### config.mk
export PLATFORM = sky130hd
export DESIGN_NAME = core_exec
export DESIGN_NICKNAME = d
export VERILOG_FILES = /design/src/pkg/core_exec_pkg.sv /design/src/logic/data_file.sv /design/src/logic/return_stack.sv /design/src/logic/core_exec.sv
export VERILOG_INCLUDE_DIRS = /design/src /design/src/pkg
export SDC_FILE = /design/constraint.sdc
export NUM_CORES = 2
export LEC_CHECK = 0
export BUFFER_PORTS_ARGS = -buffer_cell sky130_fd_sc_hd__buf_2
export CAP_MARGIN = 20
export CORE_MARGIN = 2
export CORE_UTILIZATION = 40
export DETAILED_ROUTE_END_ITERATION = 10
export PLACE_DENSITY = 0.53
export SYNTH_ARGS = -nofsm -noshare
export SYNTH_HDL_FRONTEND = slang
export SYNTH_SLANG_ARGS = --single-unit
### constraint.sdc
create_clock -name clk_i -period 20.2 [get_ports clk_i]
set_input_delay 4.04 -clock clk_i [delete_from_list [all_inputs] [get_ports clk_i]]
set_output_delay 4.04 -clock clk_i [all_outputs]
set_load 0.02 [all_outputs]
### src/pkg/core_exec_map.svh
// constants of the instruction-execute block: encodings, field positions,
// register offsets and reset values; included wherever they are needed
`ifndef CORE_EXEC_MAP_SVH
`define CORE_EXEC_MAP_SVH

// word and field widths
`define IW_W          14
`define PC_W          13
`define DATA_W        8
`define FADDR_W       7
`define FILE_DEPTH    128
`define STACK_DEPTH   8
`define STACK_PTR_W   3

// instruction encodings (fixed bits and masks)
`define SKIP_MASK     14'h3C00
`define SKIP_CODE     14'h1C00
`define KICK_CODE     14'h0064
`define CALL_MASK     14'h3800
`define CALL_CODE     14'h2000
`define INV_MASK      14'h3F00
`define INV_CODE      14'h0900
`define ZREG_MASK     14'h3F80
`define ZREG_CODE     14'h0180
`define ZACC_MASK     14'h3F80
`define ZACC_CODE     14'h0100
`define DEC_MASK      14'h3F00
`define DEC_CODE      14'h0300

// operand fields
`define F_LSB         0
`define D_BIT         7
`define B_LSB         7
`define K_W           11
`define PCL_HI_LSB    3

// register port offsets (byte addresses of an 8-bit space)
`define ADDR_CTRL     8'h00
`define ADDR_STATUS   8'h01
`define ADDR_ACC      8'h02
`define ADDR_PCLATCH  8'h03
`define ADDR_PC_LO    8'h04
`define ADDR_PC_HI    8'h05
`define ADDR_WDOG     8'h06
`define ADDR_HEAD_LO  8'h07
`define ADDR_HEAD_HI  8'h08
`define FILE_SEL_BIT  7

// control bits
`define CTRL_RUN      0
`define CTRL_WDOG_EN  1

// status bits
`define ST_ZERO       2
`define ST_SLEEP      3
`define ST_EXPIRY     4

// reset values
`define CTRL_RST      8'h00
`define STATUS_RST    8'h18
`define PC_RST        13'h0000
`define WDOG_RST      8'h00
`define PRESC_RST     8'h00
`define ACC_RST       8'h00
`define PCLATCH_RST   5'h00
`endif

### src/pkg/core_exec_pkg.sv
// types shared by the instruction-execute block and its submodules
package core_exec_pkg;

    typedef enum {
        OP_NONE,
        OP_SKIP_IF_BIT_ONE,
        OP_KICK_WATCHDOG,
        OP_CALL,
        OP_INVERT_REG,
        OP_ZERO_REG,
        OP_REG_DECREMENT,
        OP_ZERO_ACC
    } op_t;

    // one decoded instruction word
    typedef struct packed {
        logic [10:0] k;
        logic [6:0] f;
        logic [2:0] b;
        logic d;
    } operand_t;

    // one data-file write
    typedef struct packed {
        logic en;
        logic [6:0] addr;
        logic [7:0] data;
    } file_wr_t;

endpackage

### src/logic/data_file.sv
// data register file: 128 bytes, two combinational read ports, one write
// port; lives on the core clock, written only through the port below
`timescale 1ns/1ps
`default_nettype none
`include "core_exec_map.svh"

module data_file
    import core_exec_pkg::*;
(
    // clock
    input wire logic clk_i,
    input wire logic ce_i,
    // write
    input wire file_wr_t wr_i,
    // reads
    input wire logic [`FADDR_W-1:0] core_addr_i,
    output logic [`DATA_W-1:0] core_data_o,
    input wire logic [`FADDR_W-1:0] sw_addr_i,
    output logic [`DATA_W-1:0] sw_data_o
);

    // no reset: contents are undefined after power-up, as in any data ram
    logic [`DATA_W-1:0] mem_q [`FILE_DEPTH];

    always_ff @(posedge clk_i)
    begin
        if (ce_i && wr_i.en)
        begin
            mem_q[wr_i.addr] <= wr_i.data;
        end
    end

    assign core_data_o = mem_q[core_addr_i];
    assign sw_data_o = mem_q[sw_addr_i];

endmodule
`default_nettype wire

### src/logic/return_stack.sv
// return stack: eight 13-bit entries, circular, push only from this block;
// the head is held in a flip-flop so it can leave the top directly
`timescale 1ns/1ps
`default_nettype none
`include "core_exec_map.svh"

module return_stack
(
    // clock and reset
    input wire logic clk_i,
    input wire logic reset_n_i,
    input wire logic ce_i,
    // push
    input wire logic push_i,
    input wire logic [`PC_W-1:0] data_i,
    // head
    output logic [`PC_W-1:0] head_o
);

    logic [`PC_W-1:0] entry_q [`STACK_DEPTH];
    logic [`STACK_PTR_W-1:0] ptr_q;
    logic [`PC_W-1:0] head_q;

    // a ninth push overwrites the oldest entry, no overflow flag exists
    always_ff @(posedge clk_i or negedge reset_n_i)
    begin
        if (!reset_n_i)
        begin
            ptr_q <= '0;
            head_q <= '0;
        end
        else if (ce_i && push_i)
        begin
            ptr_q <= ptr_q + 3'h1;
            head_q <= data_i;
        end
    end

    always_ff @(posedge clk_i)
    begin
        if (ce_i && push_i)
        begin
            entry_q[ptr_q] <= data_i;
        end
    end

    assign head_o = head_q;

endmodule
`default_nettype wire

### src/logic/core_exec.sv
// instruction execute for one group of single-word instructions: fetch by
// pc_o, decode, act on the data file, accumulator, status, stack, watchdog.
// assumes program memory returns the word at pc_o in the same cycle.
//
// Function
// - bit set: discard next, run a NOP
// - watchdog kick loads counter with zero
// - watchdog kick clears the prescaler too
// - watchdog kick sets expiry and sleep bits
// - call pushes pc plus one first
// - call loads eleven-bit operand into pc low
// - call takes pc high from latch bits
// - call takes two cycles, flags unchanged
// - invert writes complement, updates zero flag
// - zero register writes 00h, sets zero flag
// - decrement writes f minus one, zero only
// - zero accumulator loads 00h, sets zero flag
`timescale 1ns/1ps
`default_nettype none
`include "core_exec_map.svh"

module core_exec
    import core_exec_pkg::*;
(
    // clock and reset
    input wire logic clk_i,
    input wire logic reset_n_i,
    input wire logic ce_i,
    // program memory
    input wire logic [`IW_W-1:0] instr_i,
    output logic [`PC_W-1:0] pc_o,
    // register port
    input wire logic [7:0] addr_i,
    input wire logic [7:0] wdata_i,
    input wire logic we_i,
    input wire logic re_i,
    output logic [7:0] rdata_o,
    // watchdog and stack
    output logic wdog_expired_o,
    output logic [`PC_W-1:0] stack_head_o
);

    logic [7:0] ctrl_q;
    logic [7:0] status_q;
    logic [7:0] status_d;
    logic [`DATA_W-1:0] acc_q;
    logic [`DATA_W-1:0] acc_d;
    logic [4:0] pclatch_q;
    logic [`PC_W-1:0] pc_q;
    logic [`PC_W-1:0] pc_d;
    logic flush_q;
    logic flush_d;
    logic flush_hold_q;
    logic flush_hold_d;
    logic [7:0] wdog_q;
    logic [7:0] presc_q;
    logic wdog_expired_q;
    logic [7:0] rdata_q;
    logic kick;
    logic push;
    logic run;
    logic wdog_tick;
    logic [`DATA_W-1:0] file_rd;
    logic [`DATA_W-1:0] sw_rd;
    logic [`DATA_W-1:0] result;
    logic [`PC_W-1:0] head;
    op_t op;
    operand_t opd;
    file_wr_t core_wr;
    file_wr_t file_wr;

    assign run = ctrl_q[`CTRL_RUN];

    // decode
    always_comb
    begin
        opd.k = instr_i[`K_W-1:0];
        opd.f = instr_i[`F_LSB +: `FADDR_W];
        opd.b = instr_i[`B_LSB +: 3];
        opd.d = instr_i[`D_BIT];
        if ((instr_i & `SKIP_MASK) == `SKIP_CODE)
            op = OP_SKIP_IF_BIT_ONE;
        else if (instr_i == `KICK_CODE)
            op = OP_KICK_WATCHDOG;
        else if ((instr_i & `CALL_MASK) == `CALL_CODE)
            op = OP_CALL;
        else if ((instr_i & `INV_MASK) == `INV_CODE)
            op = OP_INVERT_REG;
        else if ((instr_i & `ZREG_MASK) == `ZREG_CODE)
            op = OP_ZERO_REG;
        else if ((instr_i & `DEC_MASK) == `DEC_CODE)
            op = OP_REG_DECREMENT;
        else if ((instr_i & `ZACC_MASK) == `ZACC_CODE)
            op = OP_ZERO_ACC;
        else
            op = OP_NONE;
    end

    // execute: one word per enabled cycle while running
    always_comb
    begin
        pc_d = pc_q;
        acc_d = acc_q;
        status_d = status_q;
        flush_d = 1'b0;
        flush_hold_d = 1'b0;
        kick = 1'b0;
        push = 1'b0;
        result = '0;
        core_wr = '0;
        if (run)
        begin
            if (flush_q)
            begin
                // discarded word acts as a NOP
                if (!flush_hold_q)
                    pc_d = pc_q + 13'h0001;
            end
            else
            begin
                // single-cycle default advance
                pc_d = pc_q + 13'h0001;
                unique case (op)
                    OP_SKIP_IF_BIT_ONE:
                    begin
                        if (file_rd[opd.b])
                            flush_d = 1'b1;
                    end
                    OP_KICK_WATCHDOG:
                    begin
                        kick = 1'b1;
                        status_d[`ST_EXPIRY] = 1'b1;
                        status_d[`ST_SLEEP] = 1'b1;
                    end
                    OP_CALL:
                    begin
                        push = 1'b1;
                        pc_d = {pclatch_q[`PCL_HI_LSB +: 2], opd.k};
                        flush_d = 1'b1;
                        flush_hold_d = 1'b1;
                    end
                    OP_INVERT_REG:
                    begin
                        result = ~file_rd;
                        status_d[`ST_ZERO] = (result == 8'h00);
                    end
                    OP_ZERO_REG:
                    begin
                        result = 8'h00;
                        status_d[`ST_ZERO] = 1'b1;
                    end
                    OP_REG_DECREMENT:
                    begin
                        result = file_rd - 8'h01;
                        status_d[`ST_ZERO] = (result == 8'h00);
                    end
                    OP_ZERO_ACC:
                    begin
                        acc_d = 8'h00;
                        status_d[`ST_ZERO] = 1'b1;
                    end
                    OP_NONE:
                    begin
                    end
                endcase
                // destination select
                if (op == OP_INVERT_REG || op == OP_REG_DECREMENT)
                begin
                    if (opd.d)
                        core_wr = '{en: 1'b1, addr: opd.f, data: result};
                    else
                        acc_d = result;
                end
                if (op == OP_ZERO_REG)
                    core_wr = '{en: 1'b1, addr: opd.f, data: result};
            end
        end
        // a kick in the overflow cycle suppresses the expiry, so no clear here
        if (wdog_tick)
            status_d[`ST_EXPIRY] = 1'b0;
    end

    // software may write the file only while the core is stopped
    always_comb
    begin
        if (run)
            file_wr = core_wr;
        else
            file_wr = '{en: we_i && addr_i[`FILE_SEL_BIT],
                        addr: addr_i[`FADDR_W-1:0], data: wdata_i};
    end

    data_file u_data_file (
        .clk_i(clk_i),
        .ce_i(ce_i),
        .wr_i(file_wr),
        .core_addr_i(opd.f),
        .core_data_o(file_rd),
        .sw_addr_i(addr_i[`FADDR_W-1:0]),
        .sw_data_o(sw_rd)
    );

    return_stack u_return_stack (
        .clk_i(clk_i),
        .reset_n_i(reset_n_i),
        .ce_i(ce_i),
        .push_i(push),
        .data_i(pc_q + 13'h0001),
        .head_o(head)
    );

    // program counter and flush state
    always_ff @(posedge clk_i or negedge reset_n_i)
    begin
        if (!reset_n_i)
        begin
            pc_q <= `PC_RST;
            flush_q <= 1'b0;
            flush_hold_q <= 1'b0;
        end
        else if (ce_i)
        begin
            pc_q <= pc_d;
            flush_q <= flush_d;
            flush_hold_q <= flush_hold_d;
        end
    end

    // accumulator and status; a software write wins unless the core changes the accumulator value
    always_ff @(posedge clk_i or negedge reset_n_i)
    begin
        if (!reset_n_i)
        begin
            acc_q <= `ACC_RST;
            status_q <= `STATUS_RST;
        end
        else if (ce_i)
        begin
            status_q <= status_d;
            if (we_i && addr_i == `ADDR_ACC && acc_d == acc_q)
                acc_q <= wdata_i;
            else
                acc_q <= acc_d;
        end
    end

    // software-owned control and upper pc latch
    always_ff @(posedge clk_i or negedge reset_n_i)
    begin
        if (!reset_n_i)
        begin
            ctrl_q <= `CTRL_RST;
            pclatch_q <= `PCLATCH_RST;
        end
        else if (ce_i && we_i)
        begin
            if (addr_i == `ADDR_CTRL)
                ctrl_q <= wdata_i & 8'h03;
            if (addr_i == `ADDR_PCLATCH)
                pclatch_q <= wdata_i[4:0];
        end
    end

    // watchdog: prescaler wraps, then the counter advances
    assign wdog_tick = ctrl_q[`CTRL_WDOG_EN] && !kick
        && presc_q == 8'hFF && wdog_q == 8'hFF;

    always_ff @(posedge clk_i or negedge reset_n_i)
    begin
        if (!reset_n_i)
        begin
            wdog_q <= `WDOG_RST;
            presc_q <= `PRESC_RST;
            wdog_expired_q <= 1'b0;
        end
        else if (ce_i)
        begin
            wdog_expired_q <= wdog_tick;
            if (kick)
            begin
                wdog_q <= 8'h00;
                presc_q <= 8'h00;
            end
            else if (ctrl_q[`CTRL_WDOG_EN])
            begin
                presc_q <= presc_q + 8'h01;
                if (presc_q == 8'hFF)
                    wdog_q <= wdog_q + 8'h01;
            end
        end
    end

    // register read, data one cycle after the strobe
    always_ff @(posedge clk_i or negedge reset_n_i)
    begin
        if (!reset_n_i)
            rdata_q <= 8'h00;
        else if (ce_i)
        begin
            if (!re_i)
                rdata_q <= 8'h00;
            else if (addr_i[`FILE_SEL_BIT])
                rdata_q <= sw_rd;
            else
            begin
                unique case (addr_i)
                    `ADDR_CTRL: rdata_q <= ctrl_q;
                    `ADDR_STATUS: rdata_q <= status_q;
                    `ADDR_ACC: rdata_q <= acc_q;
                    `ADDR_PCLATCH: rdata_q <= {3'h0, pclatch_q};
                    `ADDR_PC_LO: rdata_q <= pc_q[7:0];
                    `ADDR_PC_HI: rdata_q <= {3'h0, pc_q[12:8]};
                    `ADDR_WDOG: rdata_q <= wdog_q;
                    `ADDR_HEAD_LO: rdata_q <= head[7:0];
                    `ADDR_HEAD_HI: rdata_q <= {3'h0, head[12:8]};
                    default: rdata_q <= 8'h00;
                endcase
            end
        end
    end

    assign pc_o = pc_q;
    assign rdata_o = rdata_q;
    assign wdog_expired_o = wdog_expired_q;
    assign stack_head_o = head;

endmodule
`default_nettype wire

---- Word level (Yosys, flattened, before mapping) ----
Memory sizes are Yosys's and may differ from the RTL's.
Index checks and enable logic that the tools add are counted.
storage, ports and cells
  output and inout port bits .............. 35
  memories kept ........................... 1
  RAM bits ................................ 1,024
  flip-flop bits (word level) ............. 70
memory list
  memory             depth  bits a word  read ports  clocked after memory_dff  write ports  RTL line         RTL
  u_data_file.mem_q  128    8            2           0                         1            data_file.sv:23  logic [`DATA_W-1:0] mem_q [`FILE_DEPTH];
cells by class
  magnitude comparators ................... 1
  reductions and logical operators ........ 27
  equality and inequality tests ........... 30
  muxes and demuxes ....................... 49
  add/sub/neg operators ................... 4
  bitwise logic cells ..................... 2
operators with widths
  cell                   number
  $eq 32x3->1 const B    4
  $mux 32                4
  $mux 8                 13
  $eq 32x4->1 const B    3
  $mux 16                5
  $pmux 8 s9             1
  $eq 32x2->1 const B    2
  $mux 13                3
  $eq 32x1->1 const B    1
  $eq 8x3->1 const B     4
  $logic_not 8->1        3
  $add 8x1->8 const B    2
  $eq 8x2->1 const B     2
  $eq 8x8->1 const B     2
  $pmux 8 s2             1
  $mux 3                 5
  $eq 14x7->1 const B    1
  $eq 7x2->1 const B     2
  $add 13x1->13 const B  1
  $mux 1                 13
  $logic_and 1x1->1      9
  $eq 8x1->1 const B     1
  $eq 8x4->1 const B     1
  $eq 8x8->1             1
  other kinds (22)       29

---- Logic depth before layout (Yosys ltp) ----
  word-level depth ........................ 18
  gate-level depth with buffers ........... 22
  gate-level depth less buffers ........... 16

---- Modules after synthesis ----
A second synthesis with hierarchy kept.
second synthesis, totals
  cells, all modules ...................... 2,610
  area total of the unflattened synthesis .. 52,527.9 µm²
by module, submodules not included
  module        sequential area each (µm²)  cells an instance  area each (µm²)  instances
  data_file     30,749.5                    2,045              47,518.1         1
  core_exec     1,427.6                     537                4,483.0          1
  return_stack  325.3                       28                 526.8            1

---- Least setup slack after synthesis ----
OpenSTA, ideal clock, no wires.
  kind .................................... in2reg
  start point ............................. in instr_i[0]
  end point ............................... mem u_data_file.mem_q[0][0] (netlist bit) (data pin)
  required time ........................... 18.959 ns
  buffers on the path ..................... 3
  path slack .............................. 7.827 ns
  stages .................................. 9
  data arrival time ....................... 11.132 ns
  cell sequence ........................... buf_6 -> buf_6 -> buf_2 -> mux4_2 -> mux2i_1 -> o211ai_1 -> a31oi_1 -> a2bb2oi_1 -> o32ai_1
RTL lines
  what         RTL line         RTL
  from (decl)  core_exec.sv:30  input wire logic [`IW_W-1:0] instr_i,
  to (decl)    data_file.sv:23

==> flow_metrics.py <==
metrics = {
    "outcome": {
        "status": "complete, no violations",
    },
    "sta": {
        "maxSlewViolCount": 0,
        "slew_headroom_pct": 20.4,
        "fin_skew_ps": 48.1,
        "setup-violations-final": 0,
        "worst_pin_slew_ps": 1190,
        "min_period_ps": 11050,
        "fmax_mhz": 90.5,
        "finalCritPeriodShare_pct": 54.7,
        "setup_tns_ps": 0,
        "rsz0062_at_grt": "no",
        "hold_viol_final": 0,
        "setup_ws_ps": 9150,
    },
    "worst_setup_path": {
        "critPathMaxFanout": 96,
        "crit_path_frequent_cell": "buf_4",
        "crit_buf_inv": 6,
        "endpoint_kind": "flip-flop",
        "rr_worst_depth": 12,
        "r2r-start": "u_data_file.mem_q[45][0]",
        "endpoint": "u_data_file.mem_q[5][7]",
        "cp-start-kind": "primary input",
        "worstSetupPathType": "in -> reg",
        "rrSetupSlack_ps": 13840,
        "cp.depth": 16,
        "crit_path_top_delay_cell": "buf_4",
        "rr_endpoint": "u_data_file.mem_q[5][7]",
        "arrival_ps": 11420,
        "path_cells": "buf_8 > buf_4 > buf_4 > buf_4 > mux4_2 > mux2i_1 > a221oi_1 > a2111oi_0 > a21oi_1 > buf_4 > nor4b_2 > nand2_1 > xnor2_1 > a22oi_1 > o22ai_4 > buf_4",
        "cp.required_ps": 20570,
        "crit_start": "instr_i[0]",
        "cp_top_family": "buffers and inverters",
        "slowest_delay_ps": 820,
    },
    "logic_synthesis": {
        "ys_ff_latch": 1094,
        "yosys_warnings": 0,
        "synth_top_area_share_pct": 58.2,
        "seq_area_frac_synth_pct": 61.5,
        "synth_cells": 2890,
        "ys_types": 82,
        "synthFlopType": "edfxtp_1",
        "yosysTopAreaCell": "edfxtp_1",
        "avgSynthCellArea_um2": 18.3,
        "synth_area_leaders": "edfxtp_1 58%, mux4_2 25%, dfrtp_1 3.3%",
        "syn_nets": 2931,
        "synth_edf_count": 1024,
        "netlist_area_mm2": 0.0528,
        "async_flop_share_pct": 6.40,
    },
    "place": {
        "post-dp-hpwl_mm": 115,
        "gp_congestion": 0.891,
        "numPortBuffers": 69,
        "place_ws_ps": 8380,
        "place_inst": 4639,
        "place_area_mm2": 0.0557,
    },
    "clock_tree": {
        "hold_buffers": 0,
        "cts_max_level": 3,
        "cts_buffers": 119,
        "insertion_delay_ps": 750,
        "cts_tree": "yes",
        "post_cts_buffers": 0,
        "cts_resized": 0,
        "root_buffer": "clkbuf_16",
        "clk_pin_slew_ps": 70,
        "clockBufferDepth": 3,
        "cts.sink_count": 1094,
    },
    "detailed_routing": {
        "ant_nets": 0,
        "drtPass1Iterations": 6,
        "vias": 31600,
        "drt-initial-drc-count": 3858,
        "drc_errors": 0,
        "finalWirelength_mm": 175,
        "viasPerCell": 6.48,
        "wl_per_cell_um": 35.8,
    },
    "grt": {
        "grt_max_degree": 129,
        "antenna_found_initial": 6,
        "grt.overflow.total": 0,
        "gr-usage-all-layers_pct": 25.9,
        "grt_pass1_wl_mm": 248,
        "first_global_vias": 32100,
    },
    "final_layout": {
        "final_nets": 3057,
        "syn_to_final_growth_pct": 13.5,
        "fin_area_mm2": 0.0599,
        "fillers": 11100,
        "layout-drive-gt1-share_pct": 33.5,
        "stdcell_count": 4878,
    },
    "power": {
        "power_density_mw_per_mm2": 87.9,
        "leakagePower_uw": 0.0191,
        "vdd_ir_drop_max_v": 0.0000832,
        "power.total_uw": 5270,
    },
    "job": {
        "max_cap_viol_count": 0,
    },
    "floorplan": {
        "start_util_pct": 40.2,
        "core_area_mm2": 0.131,
        "fp-row-count": 133,
        "die_w_um": 367,
        "ios": 70,
        "dieArea_mm2": 0.135,
        "dieHeight_um": 367,
    },
    "hold_path": {
        "hold_path.class": "reg -> reg",
    },
}
==> report_power, final <==
| part | leakage [µW] | switching (µW) | internal, µW |
|---|---|---|---|
| Combinational | 0.00700 | 287 | 176 |
| Clock | 0.00199 | 949 | 1350 |
| Sequential | 0.0101 | 14.5 | 2490 |
| Total | 0.0191 | 1250 | 4020 |
==> registers in the layout, summed over array words and instances, names as in the netlist <==
register / cells
flush_q: 1
acc_q: 8
presc_q: 8
pclatch_q: 5
pc_o: 13
wdog_expired_o: 1
wdog_q: 8
rdata_o: 8
u_return_stack.head_o: 13
flush_hold_q: 1
status_q: 2
u_data_file.mem_q: 1024
ctrl_q: 2
==> layer usage <==
metal / up-vias / global-route usage, % / wire [µm]
met1: 17100 / 36.3 / 70500
met3: 335 / 5.49 / 15600
met5: - / 0 / 32
li1: 12500 / - / -
met4: 4 / 9.05 / 6640
met2: 1674 / 40.4 / 81900
==> stage by stage <==
step	hold WS (ps)	utilization (%)
finish	496	45.7
global route	518	45.6
CTS	494	45.5
detailed placement	473	42.4
global placement	463	42.1
floorplan	450	-
==> worst min-delay path by stage <==
| stage | depth (start not counted) | from | end |
|---|---|---|---|
| floorplan | 2 | pclatch_q[0] | pclatch_q[0] |
| global placement | 2 | pclatch_q[1] | pclatch_q[1] |
| detailed placement | 1 | rdata_o[7] | rdata_o[7] |
| CTS | 1 | rdata_o[7] | rdata_o[7] |
| global route | 1 | rdata_o[5] | rdata_o[5] |
| finish | 2 | pclatch_q[1] | pclatch_q[1] |
==> cell usage in the layout, fill, tap and decap left out, drive strengths merged, types with 52 or more instances in the layout <==
cell type / count
clkinv: 52
mux2i: 81
a21oi: 54
dfrtp: 69
mux4: 592
nor2: 200
nand2: 143
o21ai: 79
buf: 218
edfxtp: 1024
clkbuf: 144
==> logic make-up (layout without fill, tap and decap cells) <==
| logic type | Yosys count | after routing | share of synthesized area, % |
|---|---|---|---|
| DFF | 1094 | 1094 | 61.5 |
| muxes | 683 | 683 | 27.0 |
| and+or+nand+nor | 509 | 509 | 4.42 |
| AOI/OAI and AO/OA | 326 | 326 | 4.22 |
| buffers and inverters | 246 | 477 | 2.22 |
| xor gates and xnor gates | 26 | 26 | 0.431 |
| adders and majority gates | 6 | 6 | 0.142 |
| other | 0 | 2 | 0 |
==> cells in the mapped netlist (all sizes together), types with 5 or more instances <==
library cell  number
a2111oi            5
edfxtp          1024
o221ai             7
a22oi             50
nor4               7
nor2             200
nor3b              5
nand2            143
o211ai             6
and2               8
nand4             14
xor2              10
ha                 6
o21ai             79
nand2b            21
o22ai             23
nand3             32
nor3              16
dfrtp             69
mux2i             81
nor2b             17
a22o              16
o31ai              5
buf               95
xnor2             16
inv               28
or2                7
a21oi             54
and3              12
mux2              10
clkbuf           119
a31oi             17
mux4             592
==> final cells by class <==
cell class	count	area [µm²]	share of cell area, %
tap	1755	2200	3.66
clock buffer	143	3130	5.22
clock inverter	83	987	1.65
inverter	32	123	0.205
timing repair buffer	219	1720	2.87
multi-input combinational	1550	19300	32.1
sequential	1094	32500	54.2
antenna	2	5.00	0.00835
==> tightest hold or removal path: cells and delay by family (launching register included) <==
family	cells	cell delay, ps
compound gates	1	60
flops	1	350
simple gates	1	50
Note: power is estimated with default switching activity, not from simulation.
